## src/verilog/ies_pkg.sv

```systemverilog
// What this block does
// RL1: Trap pushes status, then next address
// RL2: Trap vector from instruction, no delay slot
// RL3: Undefined opcode in slot raises slot exception
// RL4: PC-rewriting instruction in slot also illegal
// RL5: Slot exception pushes preceding branch target
// RL6: Undefined opcode elsewhere pushes own address
// RL7: Two words pushed, stack points at return
// RL8: Interrupt pushes address after last executed
// RL9: Refused events held until decode permits
// RL10: Slot decode refuses address errors, interrupts
// RL11: After register load/store, refuse interrupts only
// RL12: Software keeps stack pointer word aligned
// RL13: Software keeps vector base word aligned
// RL14: Stacking address error follows first exception
// RL15: Follow-on stacking ignores further address errors
// RL16: Misaligned pushes still issued, four each
// RL17: Vector entry at base plus four times number
package ies_pkg;

    // ******************************************************
    // Widths, steps and reset values
    // ******************************************************
    localparam int IES_XLEN = 32;               // Data and address width
    localparam int IES_VEC_W = 8;               // Vector number width
    localparam logic [31:0] IES_STACK_STEP = 32'h0000_0004; // One push
    localparam int IES_VEC_SHIFT = 2;           // Entry is one word
    localparam logic [31:0] IES_WORD_RST = 32'h0000_0000; // Reset value
    localparam logic [7:0] IES_VEC_RST = 8'h00; // Reset vector number

    // ******************************************************
    // Carriers
    // ******************************************************
    // One decoded instruction as the decoder presents it
    typedef struct packed {
        logic valid;                // A decode happens this cycle
        logic undef;                // Undefined opcode
        logic pc_rewrite;           // Branch, jump, return or trap
        logic delayed_branch;       // Has a delay slot after it
        logic ctrl_ldst;            // Control or system reg load/store
        logic trap;                 // Trap-always instruction
        logic [7:0] trap_vec;       // Vector number in the trap
        logic [31:0] instr_addr;    // Address of this instruction
        logic [31:0] next_addr;     // Address of the one after it
        logic [31:0] branch_target; // Target of a delayed branch
    } ies_decode_s;

    // Architectural state handed in from the pipeline
    typedef struct packed {
        logic [31:0] status_register;
        logic [31:0] stack_pointer;
        logic [31:0] vector_base_register;
    } ies_arch_s;

    // What started the current exception
    typedef enum logic [2:0] {
        IES_CAUSE_NONE,
        IES_CAUSE_TRAP,
        IES_CAUSE_SLOT,
        IES_CAUSE_ILLEGAL,
        IES_CAUSE_ADDR_ERR,
        IES_CAUSE_IRQ
    } ies_cause_e;

    // Sequencer states
    typedef enum logic [2:0] {
        IES_IDLE,
        IES_PUSH_SR,
        IES_PUSH_PC,
        IES_FETCH_VEC,
        IES_FINISH
    } ies_state_e;

    // Vector table entry address
    function automatic logic [31:0] ies_vec_addr(
        input logic [31:0] base,
        input logic [7:0] vec
    );
        ies_vec_addr = base + ({24'h00_0000, vec} << IES_VEC_SHIFT);
    endfunction : ies_vec_addr

endpackage : ies_pkg

```

## src/verilog/ies_exception_seq.sv

```systemverilog
`timescale 1ns/10ps
// ******************************************************
// Instruction exception sequencer
// ******************************************************
module ies_exception_seq
    import ies_pkg::*;
#(
    parameter logic [7:0] SLOT_VEC = 8'h06,    // Illegal-slot vector
    parameter logic [7:0] ILLEGAL_VEC = 8'h04, // General illegal vector
    parameter logic [7:0] AERR_VEC = 8'h09     // Address error vector
) (
    // Clock and reset
    input wire logic SYS_CLK_IN,
    input wire logic RSTN_IN,
    // Decoder and pipeline
    input wire ies_decode_s DEC_IN,
    input wire ies_arch_s ARCH_IN,
    output logic BUSY_OUT,
    // Event sources
    input wire logic AE_EVENT_IN,
    input wire logic IRQ_REQ_IN,
    input wire logic [7:0] IRQ_VEC_IN,
    // Memory bus for stacking and vector fetch
    output logic MEM_REQ_OUT,
    output logic MEM_WE_OUT,
    output logic [31:0] MEM_ADDR_OUT,
    output logic [31:0] MEM_WDATA_OUT,
    input wire logic MEM_ACK_IN,
    input wire logic [31:0] MEM_RDATA_IN,
    input wire logic MEM_AERR_IN,
    // Results back to the pipeline
    output logic DONE_OUT,
    output logic [31:0] NEW_PC_OUT,
    output logic [31:0] NEW_SP_OUT,
    output ies_cause_e CAUSE_OUT
);

    // ******************************************************
    // State
    // ******************************************************
    ies_state_e state;          // Sequencer state
    ies_cause_e cause;          // Cause being processed
    logic ae_pend;              // Held address error
    logic irq_pend;             // Held interrupt
    logic [7:0] irq_vec;        // Vector of the held interrupt
    logic [31:0] ret_pc;        // Return address to push
    logic [31:0] sr_save;       // Status word to push
    logic [31:0] sp_work;       // Stack pointer while stacking
    logic [31:0] vbr_save;      // Vector base for this exception
    logic [7:0] vec_num;        // Vector number for this exception
    logic [31:0] handler;       // Fetched handler address
    logic nested_ae;            // Stacking or vector fetch hit an address error
    logic ae_mute;              // Follow-on address error in progress
    logic req;                  // Bus request flop
    logic we;                   // Bus write flop
    logic [31:0] addr;          // Bus address flop
    logic [31:0] wdata;         // Bus write data flop
    logic done;                 // Completion pulse flop
    logic [31:0] new_pc;        // Handler address to the pipeline
    logic [31:0] new_sp;        // Stack pointer to the pipeline

    // Acceptance windows from the slot tracker
    wire logic in_slot;
    wire logic slot_illegal;
    wire logic [31:0] slot_target;
    wire logic ae_ok;
    wire logic irq_ok;

    ies_accept_gate u_gate (
        .clk_in(SYS_CLK_IN),
        .rstn_in(RSTN_IN),
        .dec_in(DEC_IN),
        .idle_in(state == IES_IDLE),
        .in_slot_out(in_slot),
        .slot_illegal_out(slot_illegal),
        .slot_target_out(slot_target),
        .ae_ok_out(ae_ok),
        .irq_ok_out(irq_ok)
    );

    // ******************************************************
    // Start decision for one decode
    // ******************************************************
    wire logic dec_take;        // A decode is looked at
    wire logic ae_now;          // Address error present now
    wire logic irq_now;         // Interrupt present now
    wire logic take_ae;
    wire logic take_irq;
    wire logic take_slot;
    wire logic take_trap;
    wire logic take_ill;
    wire logic start;
    wire logic bus_fault;       // Fault that counts on this cycle

    assign dec_take = DEC_IN.valid & (state == IES_IDLE);
    assign ae_now = ae_pend | AE_EVENT_IN;
    assign irq_now = irq_pend | IRQ_REQ_IN;
    // Held events go in only where the decode allows; see RL9
    assign take_ae = dec_take & ae_now & ae_ok;
    assign take_irq = dec_take & irq_now & irq_ok & ~take_ae;
    // A slot instruction never yields to a pending event
    assign take_slot = dec_take & slot_illegal & ~take_ae & ~take_irq;
    assign take_trap = dec_take & ~in_slot & DEC_IN.trap &
        ~take_ae & ~take_irq;
    assign take_ill = dec_take & ~in_slot & DEC_IN.undef &
        ~take_ae & ~take_irq; // see RL6
    assign start = take_ae | take_irq | take_slot | take_trap | take_ill;
    // During a follow-on address error further faults are dropped
    assign bus_fault = MEM_ACK_IN & MEM_AERR_IN & ~ae_mute; // see RL15

    // Selected return address and vector for a fresh start
    wire logic [31:0] start_pc;
    wire logic [7:0] start_vec;
    wire ies_cause_e start_cause;

    // Interrupt and address error replace the decoded instruction,
    // so its address is the one after the last executed
    assign start_pc = take_slot ? slot_target : // see RL5
        take_trap ? DEC_IN.next_addr : // see RL1
        DEC_IN.instr_addr; // see RL6 see RL8
    assign start_vec = take_ae ? AERR_VEC :
        take_irq ? (IRQ_REQ_IN & ~irq_pend ? IRQ_VEC_IN : irq_vec) :
        take_slot ? SLOT_VEC :
        take_trap ? DEC_IN.trap_vec : // see RL2
        ILLEGAL_VEC;
    assign start_cause = take_ae ? IES_CAUSE_ADDR_ERR :
        take_irq ? IES_CAUSE_IRQ :
        take_slot ? IES_CAUSE_SLOT :
        take_trap ? IES_CAUSE_TRAP : IES_CAUSE_ILLEGAL;

    // ******************************************************
    // Held events
    // ******************************************************
    // A new event in the acceptance cycle stays held: set wins
    always_ff @(posedge SYS_CLK_IN or negedge RSTN_IN) begin
        if (!RSTN_IN) begin
            ae_pend <= 1'b0;
            irq_pend <= 1'b0;
            irq_vec <= IES_VEC_RST;
        end else begin
            ae_pend <= (ae_pend & ~take_ae) | AE_EVENT_IN; // see RL9
            irq_pend <= (irq_pend & ~take_irq) | IRQ_REQ_IN; // see RL9
            if (IRQ_REQ_IN) begin
                irq_vec <= IRQ_VEC_IN;
            end
        end
    end

    // ******************************************************
    // Next-state selection
    // ******************************************************
    wire logic ae_follow;       // Follow-on address error to run
    wire logic [31:0] sp_dec;   // One push below the working pointer

    assign ae_follow = (state == IES_FINISH) & nested_ae;
    assign sp_dec = sp_work - IES_STACK_STEP; // see RL16

    // Bus transfers: status first at higher word, then return address
    always_ff @(posedge SYS_CLK_IN or negedge RSTN_IN) begin
        if (!RSTN_IN) begin
            state <= IES_IDLE;
            req <= 1'b0;
            we <= 1'b0;
            addr <= IES_WORD_RST;
            wdata <= IES_WORD_RST;
        end else begin
            unique case (state)
                IES_IDLE: begin
                    if (start) begin
                        // Address is the decremented pointer, even if odd
                        state <= IES_PUSH_SR;
                        req <= 1'b1;
                        we <= 1'b1;
                        addr <= ARCH_IN.stack_pointer -
                            IES_STACK_STEP; // see RL7 see RL16
                        wdata <= ARCH_IN.status_register; // see RL1
                    end
                end
                IES_PUSH_SR: begin
                    if (MEM_ACK_IN) begin
                        state <= IES_PUSH_PC;
                        addr <= sp_dec; // see RL7
                        wdata <= ret_pc; // see RL1
                    end
                end
                IES_PUSH_PC: begin
                    if (MEM_ACK_IN) begin
                        state <= IES_FETCH_VEC;
                        we <= 1'b0;
                        addr <= ies_vec_addr(vbr_save, vec_num); // see RL17
                    end
                end
                IES_FETCH_VEC: begin
                    if (MEM_ACK_IN) begin
                        state <= IES_FINISH;
                        req <= 1'b0;
                    end
                end
                IES_FINISH: begin
                    // Chain straight into the address error processing
                    if (ae_follow) begin
                        state <= IES_PUSH_SR; // see RL14
                        req <= 1'b1;
                        we <= 1'b1;
                        addr <= sp_dec;
                        wdata <= sr_save;
                    end else begin
                        state <= IES_IDLE;
                    end
                end
            endcase
        end
    end

    // ******************************************************
    // Exception context
    // ******************************************************
    // Captured at start; the follow-on keeps status and stack
    always_ff @(posedge SYS_CLK_IN or negedge RSTN_IN) begin
        if (!RSTN_IN) begin
            cause <= IES_CAUSE_NONE;
            ret_pc <= IES_WORD_RST;
            sr_save <= IES_WORD_RST;
            vbr_save <= IES_WORD_RST;
            vec_num <= IES_VEC_RST;
            ae_mute <= 1'b0;
        end else if (start) begin
            cause <= start_cause;
            ret_pc <= start_pc;
            sr_save <= ARCH_IN.status_register;
            vbr_save <= ARCH_IN.vector_base_register;
            vec_num <= start_vec;
            ae_mute <= 1'b0;
        end else if (ae_follow) begin
            // Return to where the first handler would have started
            cause <= IES_CAUSE_ADDR_ERR;
            ret_pc <= handler; // see RL14
            vec_num <= AERR_VEC;
            ae_mute <= 1'b1; // see RL15
        end else if (state == IES_FINISH) begin
            ae_mute <= 1'b0;
        end
    end

    // Working pointer drops four for each push; see RL7
    always_ff @(posedge SYS_CLK_IN or negedge RSTN_IN) begin
        if (!RSTN_IN) begin
            sp_work <= IES_WORD_RST;
        end else if (start) begin
            sp_work <= ARCH_IN.stack_pointer - IES_STACK_STEP;
        end else if (ae_follow) begin
            sp_work <= sp_dec;
        end else if ((state == IES_PUSH_SR) && MEM_ACK_IN) begin
            sp_work <= sp_dec; // see RL16
        end
    end

    // Faults during stacking or vector fetch; a misaligned stack or
    // vector base shows up here as a bus fault (see RL12, RL13)
    always_ff @(posedge SYS_CLK_IN or negedge RSTN_IN) begin
        if (!RSTN_IN) begin
            nested_ae <= 1'b0;
            handler <= IES_WORD_RST;
        end else begin
            if (start || ae_follow) begin
                nested_ae <= 1'b0;
            end else if (bus_fault && state != IES_IDLE) begin
                nested_ae <= 1'b1; // see RL14
            end
            if ((state == IES_FETCH_VEC) && MEM_ACK_IN) begin
                handler <= MEM_RDATA_IN; // see RL2
            end
        end
    end

    // ******************************************************
    // Results
    // ******************************************************
    // Handler jump is direct, with no delay slot unless an event replaced a delayed branch
    always_ff @(posedge SYS_CLK_IN or negedge RSTN_IN) begin
        if (!RSTN_IN) begin
            done <= 1'b0;
            new_pc <= IES_WORD_RST;
            new_sp <= IES_WORD_RST;
        end else begin
            done <= (state == IES_FINISH) & ~nested_ae; // see RL2
            if ((state == IES_FINISH) && !nested_ae) begin
                new_pc <= handler;
                new_sp <= sp_work; // see RL7
            end
        end
    end

    assign BUSY_OUT = (state != IES_IDLE);
    assign MEM_REQ_OUT = req;
    assign MEM_WE_OUT = we;
    assign MEM_ADDR_OUT = addr;
    assign MEM_WDATA_OUT = wdata;
    assign DONE_OUT = done;
    assign NEW_PC_OUT = new_pc;
    assign NEW_SP_OUT = new_sp;
    assign CAUSE_OUT = cause;
endmodule : ies_exception_seq

```

## src/verilog/ies_accept_gate.sv

```systemverilog
`timescale 1ns/10ps
// ******************************************************
// Delay-slot tracking and acceptance windows
// ******************************************************
module ies_accept_gate
    import ies_pkg::*;
(
    // Clock and reset
    input wire logic clk_in,
    input wire logic rstn_in,
    // Decode stream, only looked at while the sequencer idles
    input wire ies_decode_s dec_in,
    input wire logic idle_in,
    // Acceptance results for this decode
    output logic in_slot_out,
    output logic slot_illegal_out,
    output logic [31:0] slot_target_out,
    output logic ae_ok_out,
    output logic irq_ok_out
);

    logic slot_armed;          // Next decode is a delay slot
    logic after_ldst;          // Next decode follows a reg load/store
    logic [31:0] held_target;  // Target of the branch owning the slot
    wire logic taking;         // A decode counts this cycle

    assign taking = dec_in.valid & idle_in;

    // Slot state follows each accepted decode only; an exception does not clear it
    always_ff @(posedge clk_in or negedge rstn_in) begin
        if (!rstn_in) begin
            slot_armed <= 1'b0;
            after_ldst <= 1'b0;
            held_target <= IES_WORD_RST;
        end else if (taking) begin
            slot_armed <= dec_in.delayed_branch & ~slot_armed;
            after_ldst <= dec_in.ctrl_ldst;
            if (dec_in.delayed_branch) begin
                held_target <= dec_in.branch_target;
            end
        end
    end

    assign in_slot_out = slot_armed;
    assign slot_target_out = held_target; // see RL5
    // Undefined code or any PC rewrite in the slot is illegal
    assign slot_illegal_out = slot_armed &
        (dec_in.undef | dec_in.pc_rewrite); // see RL3 see RL4
    // Slot decode refuses both; after reg load/store only interrupts
    assign ae_ok_out = ~slot_armed; // see RL10
    assign irq_ok_out = ~slot_armed & ~after_ldst; // see RL10 see RL11
endmodule : ies_accept_gate

```

## config.mk

```make
export PLATFORM = sky130hd
export DESIGN_NAME = ies_exception_seq
export DESIGN_NICKNAME = d
export VERILOG_FILES = /design/src/verilog/ies_pkg.sv /design/src/verilog/ies_exception_seq.sv /design/src/verilog/ies_accept_gate.sv
export SDC_FILE = /design/constraint.sdc
export NUM_CORES = 1
export LEC_CHECK = 0
export BUFFER_PORTS_ARGS = -buffer_cell sky130_fd_sc_hd__buf_2
export CORE_MARGIN = 4
export CORE_UTILIZATION = 60
export CTS_CLUSTER_SIZE = 16
export DETAILED_ROUTE_END_ITERATION = 10
export GPL_TIMING_DRIVEN = 0
export HOLD_SLACK_MARGIN = 0.05
export PLACE_DENSITY = 0.86
export SLEW_MARGIN = 20
export SYNTH_ARGS = -nofsm -noshare
export SYNTH_HDL_FRONTEND = slang
export SYNTH_SLANG_ARGS = --single-unit
```

## constraint.sdc

```tcl
create_clock -name SYS_CLK_IN -period 5.53 [get_ports SYS_CLK_IN]
set_input_delay 1.106 -clock SYS_CLK_IN [delete_from_list [all_inputs] [get_ports SYS_CLK_IN]]
set_output_delay 1.106 -clock SYS_CLK_IN [all_outputs]
set_load 0.005 [all_outputs]
```

; ---- After elaboration in Yosys (flattened, before gate mapping)
; Cells that the tools add are included.
[classes]
bitwise = 42
reduce_logical = 22
n_addsub = 3
eq_ne = 9
muxes = 45
[op_table]
columns = op, n
row1 = $mux 32, 14
row2 = $pmux 32 s4, 1
row3 = $pmux 32 s3, 1
row4 = $sub 32x3->32 const B, 2
row5 = $mux 8, 7
row6 = $add 32x10->32, 1
row7 = $and 1x1->1, 26
row8 = $mux 3, 8
row9 = $reduce_bool 3->1, 6
row10 = $reduce_and 4->1, 4
row11 = $pmux 3 s5, 1
row12 = $ne 2x2->1 const B, 5
row13 = $mux 1, 9
row14 = $or 1x1->1, 9
row15 = $not 1->1, 7
row16 = $eq 3x2->1 const B, 2
row17 = $pmux 1 s3, 2
row18 = $reduce_and 5->1, 1
row19 = $logic_and 1x1->1, 4
row20 = $mux 2, 2
row21 = $reduce_bool 2->1, 2
row22 = $reduce_bool 4->1, 1
row23 = $eq 3x1->1 const B, 1
row24 = $eq 3x3->1 const B, 1
row25 = 4 further kinds, 4
[word_totals]
output_inout_bits = 135
in_bits = 252
regBits = 351

; ---- Longest topological paths before layout
[depth]
ltp_word = 13
depth_mapped = 9

; ---- Modules after synthesis
; Synthesis repeated with hierarchy kept, for this count alone.
[hier_totals]
cells_unflattened = 1874
area_unflattened_um2 = 18006.0
[by_module_without_submodules]
columns = module, instances, cells_each, area_per_inst_um2
row1 = ies_exception_seq, 1, 1796, 16592.2
row2 = ies_accept_gate, 1, 78, 1413.9

; ---- Least setup slack after synthesis
; Ideal clock, no wire load.
[synth_timing]
path_type = input -> register
startpoint = input port IRQ_REQ_IN
endpoint = register addr[22] (netlist: MEM_ADDR_OUT[22])
setup_time_ns = 0.121
cell_stages = 7
path_buffers = 2
path_slack_ns = 2.570
t_required_ns = 5.409
arrival_time_ns = 2.839
cell_sequence = o21ba_2 -> or4_4 -> o31a_2 -> buf_4 -> o21a_2 -> buf_2 -> o22a_1
[synth_between]
elab_chain_len = 11
word_cells_on_any_way = 14
classes_between = eq/ne (1) / bitwise (12) / reduce/logical (1)
[synth_rtl]
columns = element, line
row1 = "start, declared", ies_exception_seq.sv:21  ; input wire logic IRQ_REQ_IN,
row2 = $or 1x1->1 *, ies_exception_seq.sv:97  ; assign irq_now = irq_pend | IRQ_REQ_IN;
row3 = $and 1x1->1 * (3 in series), ies_exception_seq.sv:100  ; assign take_irq = dec_take & irq_now & irq_ok & ~take_ae;
row4 = $not 1->1, "ies_exception_seq.sv:102, ies_exception_seq.sv:104, ies_exception_seq.sv:106"
row5 = $and 1x1->1, ies_exception_seq.sv:102  ; assign take_slot = dec_take & slot_illegal & ~take_ae & ~take_irq;
row6 = $or 1x1->1 (2 in series), ies_exception_seq.sv:107  ; assign start = take_ae | take_irq | take_slot | take_trap | take_ill;
row7 = $or 1x1->1 *, ies_exception_seq.sv:107
row8 = $ne 2x2->1 (no source line) *, --
row9 = $reduce_and 5->1 (no source line) *, --
row10 = "end signal, assigned", ies_exception_seq.sv:174  ; addr <= ARCH_IN.stack_pointer -
row11 = "end signal, assigned", ies_exception_seq.sv:182  ; addr <= sp_dec;
row12 = "end signal, assigned", ies_exception_seq.sv:190  ; addr <= ies_vec_addr(vbr_save, vec_num);
row13 = "end, declared", ies_exception_seq.sv:56  ; logic [31:0] addr;
; Every way passes the cells marked *; elsewhere a longest branch is shown, timed or not.
; A chain may end at the register's enable or synchronous reset.

; ---- Worst setup path after layout
[layout_timing]
startpoint = input port ARCH_IN[34] (netlist bit)
endpoint = register addr[16] (netlist: MEM_ADDR_OUT[16])
[layout_between]
elab_chain_len = 3
[layout_rtl]
columns = element, line
row1 = "start, declared", ies_exception_seq.sv:17  ; input wire ies_arch_s ARCH_IN,
row2 = $sub 32x3->32, ies_exception_seq.sv:174
row3 = $mux 32, ies_exception_seq.sv:169  ; if (start) begin
row4 = $pmux 32 s4, ies_exception_seq.sv:167  ; unique case (state)
; No other way between the ends. The select of a mux whose other input is x is not followed.

==> impl_results.md <==
* FILL cells at 2196
* Largest net degree at the start of global routing at between 80 and 90
* Worst Path Buf+Inv at 2
* Mean Syn Cell Area at about 9.4 µm²
* Cells after Synth at between 1500 and 2000
* PD cells at 566 nW/µm²
* Clock root buffer master: clkbuf_16
* CTS resizes at 0
* Routed vias/inst at about 6.3
* #FFs+latches synth at between 300 and 400
* Die H at about 180 µm
* Drc violations at 0
* Fmax achieved at about 290 MHz
* Congestion Overflow GR at 0
* I/O pin count at 387
* Detailed Place HPWL at about 48000 µm
* Ys async rst share at 1.00
* Syn Nets at 2173
* Worst Tran Pin Value at ~1.1 ns
* RePlAce Congestion at 0.993
* Type of element capturing the critical path: flop
* Port bufs at just under 400
* Crit-path max cell delay at roughly 0.8 ns
* CTS Buffer Depth at 3
* Crit path max-delay cell type: nor4b_1
* Mapped cell area at 18000 µm²
* CTS tree: built
* Area grow syn2layout at 21.1%
* Initial Util at 0.609
* Final setup fails at 0
* Core footprint at between 20000 and 30000 µm²
* Startpoint types: primary input
* Final core utilization at 0.738
* Die W at about 180 µm
* Post-synthesis sequential area ratio at 0.487
* Htree depth at 2
* Initial antenna violation count at 10
* GRT Overall Usage at 0.375
* Share of layout cells above drive strength 1 at 0.260
* Number of synthesized flops with an enable pin at 0
* Post-layout nets at between 2000 and 3000
* Clk_lat worst skew at between 0.5 and 0.6 ns
* WP data arrival at 3.88 ns
* First-pass DRT Iterations at 6
* First-pass GRT wire length at slightly below 100000 µm
* CP Max Fanout at 6
* RSZ-0062 raised after global routing: no
* Tcrit/Tclk final at 0.633
* Critical path required time at roughly 5.9 ns
* Vias in the first global route at between 15000 and 20000
* Main synth FF type: dfrtp_1
* Status: complete, no violations
* Via Count at approximately 17000
* Cell Rows at 63
* Routed WL at roughly 64000 µm
* Wire per inst at around 23 µm
* Leading cell types in the layout, fill and taps excluded: nand2_1, buf_2, dfrtp_1
* Final Critical Period at around 3.5 ns
* Worst setup path class: primary input to flop
* Die area at around 33000 µm²
* 1st-iter DRT viols at between 1500 and 2000
* Fin Clk Skew at ~0.013 ns
* Critical path's top delay family: simple AND/OR/NAND/NOR gates
* Cell Chain, Critical Path: buf_2, inv_1, ha_1, nor4b_1, nand3_1, or4_1, xnor2_1, a221oi_1, a21oi_1
* Overall Power at ~12 mW
* IR Drop Worst-Case VDD at 292 µV
* Worst-path clk slew at around 0.06 ns
* Max-slew violation count at 0
* Number of routed nets with antenna violations at 0
* TritonCTS Buffers at 38
* Max Cap Violations at 0
* Unique masters post-synth at 73
* Setup Fix Bufs, Post-CTS at 0
* Sink Count at ~350
* Leak at just over 10 nW
* Worst hold path class: flop to flop
* Hold-fix buffers at CTS at 0
* Commonest non-fill, non-tap cell in the layout: nand2_1
* Hold Vio Cnt, Final at 0
* Rel. slew slack at 0.298
* Ys Warns at 0
## cell usage after synthesis (13+ instances only)
master	number	area, µm²
mux2_2	106	1190
nor3_1	28	140
o21ai_0	189	946
mux2i_1	49	490
o221ai_1	35	307
xnor2_1	55	482
nor2_1	104	390
o22ai_1	35	219
nand2_1	467	1750
buf_2	31	155
a311o_1	33	330
a21oi_1	27	135
nand3_1	24	120
o211ai_1	13	97.6
nor4_1	20	125
dfrtp_1	351	8780
xor2_1	48	420
clkbuf_1	86	323
## logic make-up (layout without fill, tap and decap cells)
logic type,count (synthesis),in the layout,share of synthesized area
AOI/OAI and AO/OA,412,412,0.150
xor gates and xnor gates,103,103,0.0500
adders and majority gates,12,12,0.00860
buffers and inverters,151,604,0.0358
DFF,351,351,0.487
muxes,155,155,0.0933
other,0,6,0
and+or+nand+nor,726,726,0.176
## worst register-to-register path, stage by stage (launching register included)
cell,delay (ns)
dfrtp_1,0.39
o21ba_2,0.22
or4_4,0.47
o31ai_2,0.77
buf_2,0.45
buf_1,0.45
nand2_1,0.16
nand2_1,0.09
## through the flow
step                      cell area [µm²]  hold slack, ns  setup TNS [ns]  setup slack, ns  std cells
after detailed placement            20600           0.464               0             1.65       2690
final                               21900           0.474               0             2.03       2759
after floorplan                     18000           0.436               0             2.57       1910
after CTS                           21800           0.477               0             2.16       2753
after global routing                21900           0.498               0             1.79       2757
after global placement              20500           0.458        -1139.40            -3.29       2686
## registers in the layout, indices dropped and copies added, names as in the netlist, 3 cells and up
name                    cells
CAUSE_OUT                   3
MEM_ADDR_OUT               32
MEM_WDATA_OUT              32
NEW_PC_OUT                 32
NEW_SP_OUT                 32
handler                    32
irq_vec                     8
ret_pc                     32
sp_work                    32
sr_save                    32
state                       3
u_gate.slot_target_out     32
vbr_save                   32
vec_num                     8
## report_power, final
| part | switching, mW | leakage [nW] | internal [mW] | total [mW] |
|---|---|---|---|---|
| sequential | 0.914 | 4.37 | 3.72 | 4.63 |
| combinational | 3.14 | 5.29 | 1.99 | 5.13 |
| clock | 1.05 | 0.616 | 1.57 | 2.62 |
| total | 5.11 | 10.3 | 7.27 | 12.4 |
## routing by layer
metal	vias up	global-route usage	wire length (µm)
met3	226	0.0827	6010
li1	7597	-	-
met4	10	0.190	3730
met2	1096	0.624	30600
met5	-	0	72
met1	8411	0.462	23300
## area by class of cell
cell class / instances / area [µm²] / area share
Sequential cell: 351 / 8780 / 0.402
Multi-Input combinational cell: 1408 / 8620 / 0.394
Timing Repair Buffer: 390 / 2050 / 0.0939
Clock buffer: 53 / 1100 / 0.0502
Buffer: 137 / 594 / 0.0272
Tap cell: 390 / 488 / 0.0223
Clock inverter: 10 / 156 / 0.00715
Inverter: 14 / 52.6 / 0.00240
Antenna cell: 6 / 15.0 / 0.000687
## worst paths after layout
| check | start | to | slack, ns | cells past startpoint |
|---|---|---|---|---|
| max | ARCH_IN[34] | MEM_ADDR_OUT[16] | 2.03 | 9 |
| min reg2reg | MEM_WDATA_OUT[22] | MEM_WDATA_OUT[22] | 0.47 | 2 |
| min | MEM_WDATA_OUT[22] | MEM_WDATA_OUT[22] | 0.47 | 2 |
| max in group asynchronous | RSTN_IN | sr_save[23] | 3.45 | 4 |
| max reg2reg | irq_pend | sr_save[6] | 2.47 | 7 |
| min in group asynchronous | RSTN_IN | vbr_save[16] | 0.52 | 1 |
(Power assumes the default switching activity.)
